$ cat src/rtl/boot_cfg_pkg.sv
// Package: register map, fuse and lock field layout, reset values.
// Assumes byte-wide fuse storage mirrored into 32-bit AXI4-Lite words.
package boot_cfg_pkg;

  // ==========================================================
  // Bus geometry
  localparam int AXI_ADDR_W = 8;
  localparam int AXI_DATA_W = 32;
  localparam logic [1:0] RESP_OKAY = 2'h0;
  localparam logic [1:0] RESP_SLVERR = 2'h2;

  // ==========================================================
  // Register offsets (byte addresses)
  localparam logic [7:0] OFS_FUSE_EXT = 8'h00;
  localparam logic [7:0] OFS_FUSE_HIGH = 8'h04;
  localparam logic [7:0] OFS_FUSE_LOW = 8'h08;
  localparam logic [7:0] OFS_LOCK = 8'h0c;
  localparam logic [7:0] OFS_CTRL = 8'h10;
  localparam logic [7:0] OFS_ACTIVE = 8'h14;
  localparam logic [7:0] OFS_SIGNATURE = 8'h18;
  localparam logic [7:0] OFS_OSC_CALIBRATION_REG = 8'h1c;

  // ==========================================================
  // Reset values (0 = programmed, 1 = unprogrammed)
  localparam logic [7:0] FUSE_EXT_RST = 8'hff;
  localparam logic [7:0] FUSE_HIGH_RST = 8'h99;
  localparam logic [7:0] FUSE_LOW_RST = 8'h62;
  localparam logic [7:0] LOCK_RST = 8'hff;
  localparam logic [7:0] EXT_UNUSED_MASK = 8'hf8;
  localparam logic [7:0] LOCK_UNUSED_MASK = 8'hc0;

  // ==========================================================
  // Field positions
  localparam int FH_DEBUG = 7;
  localparam int FH_SCAN = 6;
  localparam int FH_SERIAL = 5;
  localparam int FH_WDOG = 4;
  localparam int FH_PRESERVE = 3;
  localparam int FH_BOOT_LO = 1;
  localparam int FH_RESET_VEC = 0;
  localparam int FL_DIV8 = 7;
  localparam int FL_CLOCK_OUTPUT_FUSE = 6;
  localparam int FL_SUT_LO = 4;
  localparam int FL_CKSEL_LO = 0;
  localparam int LK_READ = 5;
  localparam int LK_WRITE = 4;
  localparam int LK_MEM_B = 1;
  localparam int LK_MEM_A = 0;
  localparam int CTRL_PROG = 0;
  localparam int CTRL_SERIAL = 1;
  localparam int CTRL_ERASE = 2;

endpackage

$ cat src/rtl/lock_gate.sv
// Boot-section access gate: decodes the two boot lock bits per request.
// Assumes requests and section flags come from logic on the same clock.
`timescale 1ns/1ps
module lock_gate (
  // Clock and reset
  input wire logic clk,
  input wire logic reset,
  input wire logic ce,
  // Stored lock bits (0 = programmed)
  input wire logic boot_read_lock,
  input wire logic boot_write_lock,
  // Core requests
  input wire logic store_req,
  input wire logic load_req,
  input wire logic target_in_boot,
  input wire logic exec_in_boot,
  input wire logic vectors_in_app,
  // Verdicts
  output logic store_allow,
  output logic load_allow,
  output logic irq_allow
);

  // ==========================================================
  // Verdicts, one cycle after the request
  always_ff @(posedge clk) begin
    if (reset) begin
      store_allow <= 1'b0;
      load_allow <= 1'b0;
      irq_allow <= 1'b0;
    end else if (ce) begin
      store_allow <= store_req && !(target_in_boot && !boot_write_lock);
      load_allow <= load_req && !(target_in_boot && !exec_in_boot && !boot_read_lock);
      irq_allow <= !(!boot_read_lock && vectors_in_app && exec_in_boot);
    end
  end
endmodule

$ cat src/rtl/boot_config_top.sv
// Fuse, lock, signature and calibration store behind an AXI4-Lite slave.
// Assumes AXI masters on clk; core access requests on the same clock.
//
// Contract
// Both boot lock bits unprogrammed: boot section stores and loads unrestricted.
// Boot write lock programmed: every store into boot section is blocked.
// Boot read lock programmed: application-code loads from boot section blocked.
// Read lock programmed, vectors in application: interrupts off while in boot.
// Programmer should set fuses and boot locks before memory locks.
// Fuses read 0 when programmed, 1 when unprogrammed; unused read 1.
// Extended byte: bits 7..3 unused, bits 2..0 brown-out level, default 1.
// High byte 7..5: debug, scan port, serial programming enables.
// High byte 4..0: watchdog on, eeprom preserve, boot size, reset vector.
// Low byte: divide by 8, clock out, start-up time, clock source.
// Default clock source is internal RC; clock-out fuse drives clock pin.
// Debug fuse programmed keeps clock system running in all sleep modes.
// Serial-programming fuse not readable or writable in serial mode.
// Chip erase leaves all fuse values unchanged.
// Memory lock A programmed: further fuse changes refused.
// Fuses latched on entering programming mode; changes apply after leaving.
// Eeprom-preserve fuse takes effect as soon as it is programmed.
// Fuses latched at power-up in normal mode and used from that copy.
// Three signature bytes at 0..2, always readable even when locked.
// Calibration byte copied into oscillator calibration register during reset.
// Lock bits return to 1 only through chip erase.
// Two boot lock bits decoded independently for stores and reads.
`timescale 1ns/1ps
module boot_config_top import boot_cfg_pkg::*; #(
  parameter logic [7:0] SIG_BYTE0 = 8'h5a, // arbitrary identity value
  parameter logic [7:0] SIG_BYTE1 = 8'h3c, // arbitrary identity value
  parameter logic [7:0] SIG_BYTE2 = 8'h17, // arbitrary identity value
  parameter logic [7:0] CAL_BYTE = 8'h80
) (
  // Clock, reset, enable
  input wire logic clk,
  input wire logic reset,
  input wire logic ce,
  // AXI4-Lite write address
  input wire logic [AXI_ADDR_W-1:0] awaddr,
  input wire logic [2:0] awprot,
  input wire logic awvalid,
  output logic awready,
  // AXI4-Lite write data
  input wire logic [AXI_DATA_W-1:0] wdata,
  input wire logic [3:0] wstrb,
  input wire logic wvalid,
  output logic wready,
  // AXI4-Lite write response
  output logic [1:0] bresp,
  output logic bvalid,
  input wire logic bready,
  // AXI4-Lite read
  input wire logic [AXI_ADDR_W-1:0] araddr,
  input wire logic [2:0] arprot,
  input wire logic arvalid,
  output logic arready,
  output logic [AXI_DATA_W-1:0] rdata,
  output logic [1:0] rresp,
  output logic rvalid,
  input wire logic rready,
  // Core access requests
  input wire logic store_req,
  input wire logic load_req,
  input wire logic target_in_boot,
  input wire logic exec_in_boot,
  input wire logic vectors_in_app,
  // Access verdicts
  output logic store_allow,
  output logic load_allow,
  output logic irq_allow,
  // Active configuration, eeprom preserve from stored fuse (fuse polarity, 0 = programmed)
  output logic [2:0] brownout_level,
  output logic debug_enable_fuse,
  output logic scan_port_enable_fuse,
  output logic serial_prog_enable_fuse,
  output logic watchdog_forced_on,
  output logic eeprom_preserve_fuse,
  output logic [1:0] boot_size,
  output logic reset_vector_select,
  output logic clock_div_eight_fuse,
  output logic [1:0] startup_time,
  output logic [3:0] clock_source,
  // Derived clock controls
  output logic clock_keep_in_sleep,
  output logic clock_output_pin_oe,
  output logic [7:0] osc_calibration_reg
);

  // ==========================================================
  // Storage
  logic [7:0] fuse_ext;
  logic [7:0] fuse_high;
  logic [7:0] fuse_low;
  logic [7:0] lock;
  logic [7:0] act_ext;
  logic [7:0] act_high;
  logic [7:0] act_low;
  logic prog_mode;
  logic serial_mode;
  logic prog_q;
  logic powerup_pending;
  logic [AXI_ADDR_W-1:0] aw_addr;
  logic [7:0] w_byte;
  logic w_lane0;

  // ==========================================================
  // Decode helpers
  function automatic logic reg_mapped(input logic [AXI_ADDR_W-1:0] a);
    return (a[1:0] == 2'h0) && (a <= OFS_OSC_CALIBRATION_REG);
  endfunction

  function automatic logic is_fuse(input logic [AXI_ADDR_W-1:0] a);
    return (a == OFS_FUSE_EXT) || (a == OFS_FUSE_HIGH) || (a == OFS_FUSE_LOW);
  endfunction

  logic wr_exec;
  logic fuse_wr_ok;
  logic wr_err;
  logic erase;
  logic latch_now;

  assign wr_exec = ce && !awready && !wready && !bvalid;
  assign fuse_wr_ok = prog_mode && lock[LK_MEM_A];
  assign erase = wr_exec && w_lane0 && (aw_addr == OFS_CTRL) && prog_mode && w_byte[CTRL_ERASE];
  assign latch_now = powerup_pending || (prog_mode != prog_q);

  always_comb begin
    wr_err = 1'b0;
    if (!reg_mapped(aw_addr)) begin
      wr_err = 1'b1;
    end else if (is_fuse(aw_addr)) begin
      wr_err = !fuse_wr_ok;
    end else if (aw_addr == OFS_LOCK) begin
      wr_err = !prog_mode;
    end else if ((aw_addr == OFS_ACTIVE) || (aw_addr == OFS_SIGNATURE)) begin
      wr_err = 1'b1;
    end
  end

  // ==========================================================
  // Write channels, taken in either order
  always_ff @(posedge clk) begin
    if (reset) begin
      awready <= 1'b1;
      aw_addr <= '0;
    end else if (ce) begin
      if (awvalid && awready) begin
        awready <= 1'b0;
        aw_addr <= awaddr;
      end else if (bvalid && bready) begin
        awready <= 1'b1;
      end
    end
  end

  always_ff @(posedge clk) begin
    if (reset) begin
      wready <= 1'b1;
      w_byte <= 8'h00;
      w_lane0 <= 1'b0;
    end else if (ce) begin
      if (wvalid && wready) begin
        wready <= 1'b0;
        w_byte <= wdata[7:0];
        w_lane0 <= wstrb[0];
      end else if (bvalid && bready) begin
        wready <= 1'b1;
      end
    end
  end

  always_ff @(posedge clk) begin
    if (reset) begin
      bvalid <= 1'b0;
      bresp <= RESP_OKAY;
    end else if (ce) begin
      if (wr_exec) begin
        bvalid <= 1'b1;
        bresp <= wr_err ? RESP_SLVERR : RESP_OKAY;
      end else if (bvalid && bready) begin
        bvalid <= 1'b0;
      end
    end
  end

  // ==========================================================
  // Non-volatile fuse bytes, untouched by chip erase
  always_ff @(posedge clk) begin
    if (reset) begin
      fuse_ext <= FUSE_EXT_RST;
      fuse_high <= FUSE_HIGH_RST;
      fuse_low <= FUSE_LOW_RST;
    end else if (wr_exec && w_lane0 && fuse_wr_ok) begin
      case (aw_addr)
        OFS_FUSE_EXT: fuse_ext <= w_byte | EXT_UNUSED_MASK;
        OFS_FUSE_HIGH: begin
          fuse_high <= w_byte;
          if (serial_mode) begin
            fuse_high[FH_SERIAL] <= fuse_high[FH_SERIAL];
          end
        end
        OFS_FUSE_LOW: fuse_low <= w_byte;
        default: ;
      endcase
    end
  end

  // ==========================================================
  // Lock byte: writes only program bits, erase restores
  always_ff @(posedge clk) begin
    if (reset) begin
      lock <= LOCK_RST;
    end else if (erase) begin
      lock <= LOCK_RST;
    end else if (wr_exec && w_lane0 && prog_mode && (aw_addr == OFS_LOCK)) begin
      lock <= lock & (w_byte | LOCK_UNUSED_MASK);
    end
  end

  // ==========================================================
  // Mode control
  always_ff @(posedge clk) begin
    if (reset) begin
      prog_mode <= 1'b0;
      serial_mode <= 1'b0;
    end else if (wr_exec && w_lane0 && (aw_addr == OFS_CTRL)) begin
      prog_mode <= w_byte[CTRL_PROG];
      serial_mode <= w_byte[CTRL_SERIAL];
    end
  end

  // ==========================================================
  // Active copy, latched at power-up and programming entry/exit
  always_ff @(posedge clk) begin
    if (reset) begin
      prog_q <= 1'b0;
      powerup_pending <= 1'b1;
      act_ext <= FUSE_EXT_RST;
      act_high <= FUSE_HIGH_RST;
      act_low <= FUSE_LOW_RST;
    end else if (ce) begin
      prog_q <= prog_mode;
      powerup_pending <= 1'b0;
      if (latch_now) begin
        act_ext <= fuse_ext;
        act_high <= fuse_high;
        act_low <= fuse_low;
      end
    end
  end

  assign brownout_level = act_ext[2:0];
  assign debug_enable_fuse = act_high[FH_DEBUG];
  assign scan_port_enable_fuse = act_high[FH_SCAN];
  assign serial_prog_enable_fuse = act_high[FH_SERIAL];
  assign watchdog_forced_on = act_high[FH_WDOG];
  assign eeprom_preserve_fuse = fuse_high[FH_PRESERVE];
  assign boot_size = act_high[FH_BOOT_LO +: 2];
  assign reset_vector_select = act_high[FH_RESET_VEC];
  assign clock_div_eight_fuse = act_low[FL_DIV8];
  assign startup_time = act_low[FL_SUT_LO +: 2];
  assign clock_source = act_low[FL_CKSEL_LO +: 4];

  // ==========================================================
  // Clock-system controls from active fuses
  always_ff @(posedge clk) begin
    if (reset) begin
      clock_keep_in_sleep <= 1'b0;
      clock_output_pin_oe <= 1'b0;
    end else if (ce) begin
      clock_keep_in_sleep <= !act_high[FH_DEBUG];
      clock_output_pin_oe <= !act_low[FL_CLOCK_OUTPUT_FUSE];
    end
  end

  // ==========================================================
  // Oscillator calibration, reloaded while reset is held
  always_ff @(posedge clk) begin
    if (reset) begin
      osc_calibration_reg <= CAL_BYTE;
    end else if (wr_exec && w_lane0 && (aw_addr == OFS_OSC_CALIBRATION_REG)) begin
      osc_calibration_reg <= w_byte;
    end
  end

  // ==========================================================
  // Read channel
  logic [AXI_DATA_W-1:0] rd_word;
  logic [7:0] high_view;

  always_comb begin
    high_view = fuse_high;
    if (serial_mode) begin
      high_view[FH_SERIAL] = 1'b1;
    end
    rd_word = '0;
    case (araddr)
      OFS_FUSE_EXT: rd_word[7:0] = fuse_ext | EXT_UNUSED_MASK;
      OFS_FUSE_HIGH: rd_word[7:0] = high_view;
      OFS_FUSE_LOW: rd_word[7:0] = fuse_low;
      OFS_LOCK: rd_word[7:0] = lock | LOCK_UNUSED_MASK;
      OFS_CTRL: rd_word[2:0] = {1'b0, serial_mode, prog_mode};
      OFS_ACTIVE: begin
        rd_word[23:0] = {act_ext, act_high, act_low};
        rd_word[8 + FH_PRESERVE] = fuse_high[FH_PRESERVE];
      end
      OFS_SIGNATURE: rd_word = {CAL_BYTE, SIG_BYTE2, SIG_BYTE1, SIG_BYTE0};
      OFS_OSC_CALIBRATION_REG: rd_word[7:0] = osc_calibration_reg;
      default: rd_word = '0;
    endcase
  end

  always_ff @(posedge clk) begin
    if (reset) begin
      arready <= 1'b1;
      rvalid <= 1'b0;
      rdata <= '0;
      rresp <= RESP_OKAY;
    end else if (ce) begin
      if (arvalid && arready) begin
        arready <= 1'b0;
        rvalid <= 1'b1;
        rdata <= rd_word;
        rresp <= reg_mapped(araddr) ? RESP_OKAY : RESP_SLVERR;
      end else if (rvalid && rready) begin
        rvalid <= 1'b0;
        arready <= 1'b1;
      end
    end
  end

  // ==========================================================
  // Boot-section gate
  lock_gate u_gate (
    .clk(clk),
    .reset(reset),
    .ce(ce),
    .boot_read_lock(lock[LK_READ]),
    .boot_write_lock(lock[LK_WRITE]),
    .store_req(store_req),
    .load_req(load_req),
    .target_in_boot(target_in_boot),
    .exec_in_boot(exec_in_boot),
    .vectors_in_app(vectors_in_app),
    .store_allow(store_allow),
    .load_allow(load_allow),
    .irq_allow(irq_allow)
  );
endmodule

$ cat config.mk
export PLATFORM = sky130hd
export DESIGN_NAME = boot_config_top
export DESIGN_NICKNAME = d
export VERILOG_FILES = /design/src/rtl/boot_cfg_pkg.sv /design/src/rtl/lock_gate.sv /design/src/rtl/boot_config_top.sv
export SDC_FILE = /design/constraint.sdc
export NUM_CORES = 1
export LEC_CHECK = 0
export CORE_ASPECT_RATIO = 1.25
export CORE_MARGIN = 4
export CORE_UTILIZATION = 25
export CTS_CLUSTER_DIAMETER = 100
export CTS_CLUSTER_SIZE = 8
export DETAILED_ROUTE_END_ITERATION = 8
export DONT_BUFFER_PORTS = 1
export GPL_TIMING_DRIVEN = 0
export MAX_ROUTING_LAYER = met4
export PLACE_DENSITY = 0.4
export SYNTH_ARGS = -nofsm -noshare
export SYNTH_HDL_FRONTEND = slang
export SYNTH_HIERARCHICAL = 1
export SYNTH_SLANG_ARGS = --single-unit
$ cat constraint.sdc
create_clock -name clk -period 2.05 [get_ports clk]
set_clock_uncertainty 0.1 [all_clocks]
set_input_delay 0 -clock clk [delete_from_list [all_inputs] [get_ports clk]]
set_output_delay 0 -clock clk [all_outputs]
set_load 0.005 [all_outputs]
* Word-level counts from Yosys, hierarchy flattened *
Cells that the tools add are included.
W data, S select, Z words.

storage, ports and cells
  register bits after elaboration = 121
  bits of input ports = 71
  word-level logic and storage cells = 133

cells by class
  $lt $le $gt $ge = 2
  equal/unequal tests = 15
  mux-type cells = 20
  bitwise logic cells = 2
  reduce and logical (&&, ||, !) cells = 65

operators by type and width
  operator              count
  $eq A8 B5 Y1 const B  8
  $pmux W5 S7           1
  $eq A8 B4 Y1 const B  4
  $pmux W16 S2          1
  $logic_and A1 B1 Y1   26
  $pmux W3 S8           1
  $reduce_and A2 Y1     12
  $eq A8 B3 Y1 const B  2
  $le A8 B5 Y1 const B  2
  $logic_not A8 Y1      2
  $mux W1               14
  $logic_not A1 Y1      13
  $and A8 B8 Y8         1
  $mux W8               1
  $reduce_bool A2 Y1    4
  $logic_not A2 Y1      2
  $logic_or A1 B1 Y1    4
  $mux W2               2
  $reduce_and A3 Y1     1
  $reduce_or A2 Y1      1
  $ne A1 B1 Y1          1
  $not A1 Y1            1

* Longest topological paths before layout *
  depth in word-level cells = 9
  depth in mapped cells = 7
  depth with buffers taken out = 4

* Hierarchy *
Netlist, hierarchy kept.

by module, submodules not included
  module           times used  cells an instance  area an instance (µm²)  sequential area each (µm²)
  boot_config_top  1           525                4555.6                  2062.0
  lock_gate        1           13                 125.1                   60.1

* Worst setup path before layout *
No wires, ideal clock.

  path kind = reg-to-reg
  from = register bvalid
  to = register lock[5]
  setup time = 0.135 ns
  arrival = 1.497 ns
  required time = 1.815 ns
  slack = 0.318 ns
  cell stages (with the launch flop) = 7
  buffers on the path = 2
  clock period less this slack = 1.732 ns
  path through = dfxtp_1 -> nor4b_4 -> nand4_1 -> buf_4 -> buf_6 -> o41ai_2 -> nand2_1

between the ends
  longest elaborated chain between the ends = 7
  elaborated cells on any way between the ends = 9

ends and longest elaborated chain
  what                               RTL line                                        RTL
  from (decl)                        boot_config_top.sv:50                           output logic bvalid,
  from (signal assigned)             boot_config_top.sv:174                          bvalid <= 1'b0;
  from (signal assigned)             boot_config_top.sv:178                          bvalid <= 1'b1;
  from (signal assigned)             boot_config_top.sv:181                          bvalid <= 1'b0;
  $logic_not A1 Y1 (*)               boot_config_top.sv:122                          assign wr_exec = ce && !awready && !wready && !bvalid;
  $logic_and A1 B1 Y1 (*)            boot_config_top.sv:122
  $logic_and A1 B1 Y1 (*)            boot_config_top.sv:124, boot_config_top.sv:215
  $logic_and A1 B1 Y1 (3 in a row)   boot_config_top.sv:124                          assign erase = wr_exec && w_lane0 && (aw_addr == OFS_CTRL) && prog_mode && w_byte[CTRL_ERASE];
  $reduce_or A2 Y1 (no source line)  n/a
  to (signal assigned)               boot_config_top.sv:216                          lock <= lock & (w_byte | LOCK_UNUSED_MASK);
  to (decl)                          boot_config_top.sv:94                           logic [7:0] lock;

Mark *: on every way between the ends. The rest lies on a longest branch, timed or not.
A chain may end at the register's enable or synchronous reset.

* Worst setup path in the final report *
  from = register awready
  to = register lock[5]

between the ends
  longest elaborated chain between the ends = 9
  elaborated cells on any way between the ends = 11

ends and longest elaborated chain
  what                                  RTL line                                        RTL
  from (decl)                           boot_config_top.sv:42                           output logic awready,
  from (signal assigned)                boot_config_top.sv:144                          awready <= 1'b1;
  from (signal assigned)                boot_config_top.sv:148                          awready <= 1'b0;
  from (signal assigned)                boot_config_top.sv:151                          awready <= 1'b1;
  $logic_not A1 Y1 (*)                  boot_config_top.sv:122
  $logic_and A1 B1 Y1 (*) (3 in a row)  boot_config_top.sv:122
  $logic_and A1 B1 Y1 (*)               boot_config_top.sv:124, boot_config_top.sv:215
  $logic_and A1 B1 Y1 (3 in a row)      boot_config_top.sv:124
  $reduce_or A2 Y1 (no source line)     n/a

Marked as above.

==> results.md <==
### Routing
• **wire length after detailed routing** 15,700 um
• **average wire length per cell after detail routing** 19.1 um
• **count of TritonRoute iterations in the first routing pass** 4
• **Vias** 4,076
• **Starting DRT DRC Count** 225
• **final antenna-violating net count** 0
• **DRC errors left** 0
• **detailed-route vias per instance** 4.95

### Worst setup path
• **Critical path buffers and inverters** 2
• **data arrival time of the worst path** 2.06 ns
• **element type at the critical path start** register
• **R2R depth** 6
• **worst setup slack for register-to-register paths** 0.11 ns
• **Crit path max-delay family** simple AND/OR/NAND/NOR gates
• **cell type of the slowest stage on the worst timing path** sky130_fd_sc_hd__nor4b_4
• **critical path class** reg2reg
• **kind of capture point of the worst setup path** register
• **required time at the endpoint of the critical path** 2.17 ns
• **r2r startpoint** awready
• **crit-path max cell delay** 0.42 ns
• **Max Fanout on Critical Path** 10
• **critical path cell sequence** nor4b_4 > nand4_1 > buf_6 > buf_6 > o41ai_2 > nand2_1
• **capturing point of the worst reg2reg path** lock[5]
• **cell with the most instances on the worst path** sky130_fd_sc_hd__buf_6

### Synthesis
• **largest area contributor in the netlist** sky130_fd_sc_hd__dfxtp_1
• **fraction of registers with async set/reset** 0
• **cells taking the most area after synthesis** sky130_fd_sc_hd__dfxtp_1 45%, sky130_fd_sc_hd__nand2_1 8.3%, sky130_fd_sc_hd__a21oi_1 6.7%
• **number of storage elements in the synthesis netlist** 106
• **Ys Warns** 6
• **Synth Cell Area** 4680 sq um
• **synthesized instance count** 538
• **top flip-flop cell by instance count after synthesis** sky130_fd_sc_hd__dfxtp_1
• **post-synth top area share** 0.453
• **count of unique library cells instantiated by Yosys** 55
• **syn_area_per_cell** 8.70 sq um
• **count of flip-flops with a built-in enable after synthesis** 0
• **sequential area share after synthesis** 0.453

### Placement
• **worst setup slack after placement** -0.0742 ns
• **final weighted congestion in routability-driven placement** 0.838
• **area of placed instances** 5000 sq um
• **half-perimeter wire length after detailed placement** 11,900 um
• **placed cell count** 774
• **number of port buffers** 0

### Floorplanning
• **total I/O pin count** 143
• **placeable core area** 18,200 sq um
• **Row Count** 55
• **floorplan die area** 21,000 sq um
• **Starting Density** 0.257
• **die span in x** 130 um
• **Die Ht** 161 um

### Timing
• **worst slew slack as a fraction of its limit** 0.502
• **final critical path time including I/O delays and setup** 1.94 ns
• **portion of the clock cycle consumed by the worst path in the final layout** 0.947
• **Setup Total Neg Slack** 0 ns
• **unrepaired setup endpoints after global routing** yes
• **f_max** 0.515 GHz
• **final critical-path setup slack** 0.110 ns
• **Fin Hold WS** 0.0136 ns
• **transition time at the pin with the least slew margin** 0.747 ns
• **Final setup violation count** 0
• **Hold Fails Final Rpt** 0
• **Slew Viols, Final** 0

### GRT
• **total gr overflow** 0
• **antenna violations before repair** 0
• **maximum number of pins on one net before global-route repair** 17
• **total track usage** 0.156
• **wire length of the first global-routing pass** 24,200 um
• **number of global-route vias before repair** 4,078

### Clock tree
• **TritonCTS buffer count** 9
• **TritonCTS clock tree** done
• **maximum buffer depth of the clock tree** 2
• **clock-pin transition on the worst setup and hold timing paths** 0.07 ns
• **Sink Count** 106
• **maximum level of the CTS H-tree** 3
• **clock root buffer master** sky130_fd_sc_hd__clkbuf_16
• **insertion delay of the later-clocked pin in the worst-skew pair** 0.36 ns

### Cells and area
• **Nets** 661
• **Biggest register** rdata
• **cell area after layout** 5670 sq um
• **Largest register FFs** 22
• **count of non-filler cells in the finished layout** 823
• **commonest cells after routing, fill and taps aside** 104 x sky130_fd_sc_hd__nand2_1, 104 x sky130_fd_sc_hd__dfxtp_1, 63 x sky130_fd_sc_hd__a21oi_1
• **total of fill cells in the finished design** 1,918
• **final core area utilization** 0.311
• **number of antenna cells inserted** 0
• **proportion of layout cells with a drive suffix above 1** 0.118
• **synth-to-layout area growth** 21.1%

### Outcome
• **outcome** finished, final reports clean

### Power and ir drop
• **post-route total power** 4.40 mW
• **pwr/cell area** 776 nW/um^2
• **Worst VDD drop** 0.430 mV
• **Static Leakage** 2.08 nW

### Hold path
• **end point of the worst hold path** aw_addr[6]
• **Cells on Worst Hold Path** 3
• **Hold/Removal Path Class** in2reg
• **start point of the worst min-delay path** awvalid

### Run
• **maximum capacitance violations** 0

## worst reg2reg max path: cells and delay by family, from the launching register on
| kind | cells | cell delay, ns |
|---|---|---|
| AND/OR/NAND/NOR | 3 | 0.70 |
| flip-flops | 1 | 0.36 |
| buffers and inverters | 2 | 0.35 |
| AO/OA/AOI/OAI | 1 | 0.31 |
## timing repair
item                       CTS  global route
buffers inserted             0             2
pin swaps                    0             3
hold endpoints to repair    57             0
setup endpoints to repair   10            41
hold buffers                33             0
resized for setup            1             8
## layout make-up
type / instances / area, sq um / area share
Inverter: 5 / 18.8 / 0.00331
Clock buffer: 10 / 239 / 0.0422
Buffer: 56 / 403 / 0.0711
Tap cell: 228 / 285 / 0.0503
Clock inverter: 6 / 80.1 / 0.0141
Multi-Input combinational cell: 377 / 2170 / 0.383
Timing Repair Buffer: 35 / 345 / 0.0609
Sequential cell: 106 / 2120 / 0.375
## cells in the mapped netlist (5+ instances only)
library cell                 n
sky130_fd_sc_hd__clkbuf_8    7
sky130_fd_sc_hd__o21ai_0    28
sky130_fd_sc_hd__dfxtp_1   106
sky130_fd_sc_hd__a31oi_1    10
sky130_fd_sc_hd__nand3_1    25
sky130_fd_sc_hd__buf_4      20
sky130_fd_sc_hd__mux2i_1     8
sky130_fd_sc_hd__nand3b_1   13
sky130_fd_sc_hd__nand2_1   104
sky130_fd_sc_hd__nor2_1     20
sky130_fd_sc_hd__and3_1     11
sky130_fd_sc_hd__nor3_1      7
sky130_fd_sc_hd__clkbuf_1   18
sky130_fd_sc_hd__a211o_1    11
sky130_fd_sc_hd__a22oi_1     6
sky130_fd_sc_hd__a21oi_1    63
sky130_fd_sc_hd__inv_1       5
sky130_fd_sc_hd__o41ai_1     5
## cell families (layout without fill, tap and decap cells)
group	Yosys count	in the layout	share of synthesized area
muxes	12	12	0.0364
AOI/OAI and AO/OA	146	146	0.190
xor gates and xnor gates	1	1	0.00187
buffers and inverters	63	112	0.0895
and+or+nand+nor	209	209	0.228
other	1	9	0.000801
DFF	106	106	0.453
## where the power goes
| group | switching [mW] | total [mW] | internal [mW] |
|---|---|---|---|
| Clock | 0.788 | 1.88 | 1.10 |
| Sequential | 0.0496 | 2.15 | 2.10 |
| Combinational | 0.207 | 0.365 | 0.158 |
| Total | 1.05 | 4.40 | 3.36 |
## metal layers
metal | up-vias | global-route usage | routed length, um | part of all wire
li1 | 1984 | - | - | -
met4 | 0 | 0.0641 | 385 | 0.024
met3 | 21 | 0.0334 | 947 | 0.060
met1 | 1942 | 0.188 | 6780 | 0.43
met5 | - | - | 0 | 0
met2 | 129 | 0.253 | 7600 | 0.48
## worst max path at each step
stage | start | end | cells after the start
floorplan | bvalid | lock[5] | 6
global placement | prog_mode | act_low[7] | 6
detailed placement | prog_mode | act_low[7] | 6
CTS | arready | rdata[11] | 4
global route | awready | lock[5] | 6
finish | awready | lock[5] | 6
Power figures use the tool's default switching activity.
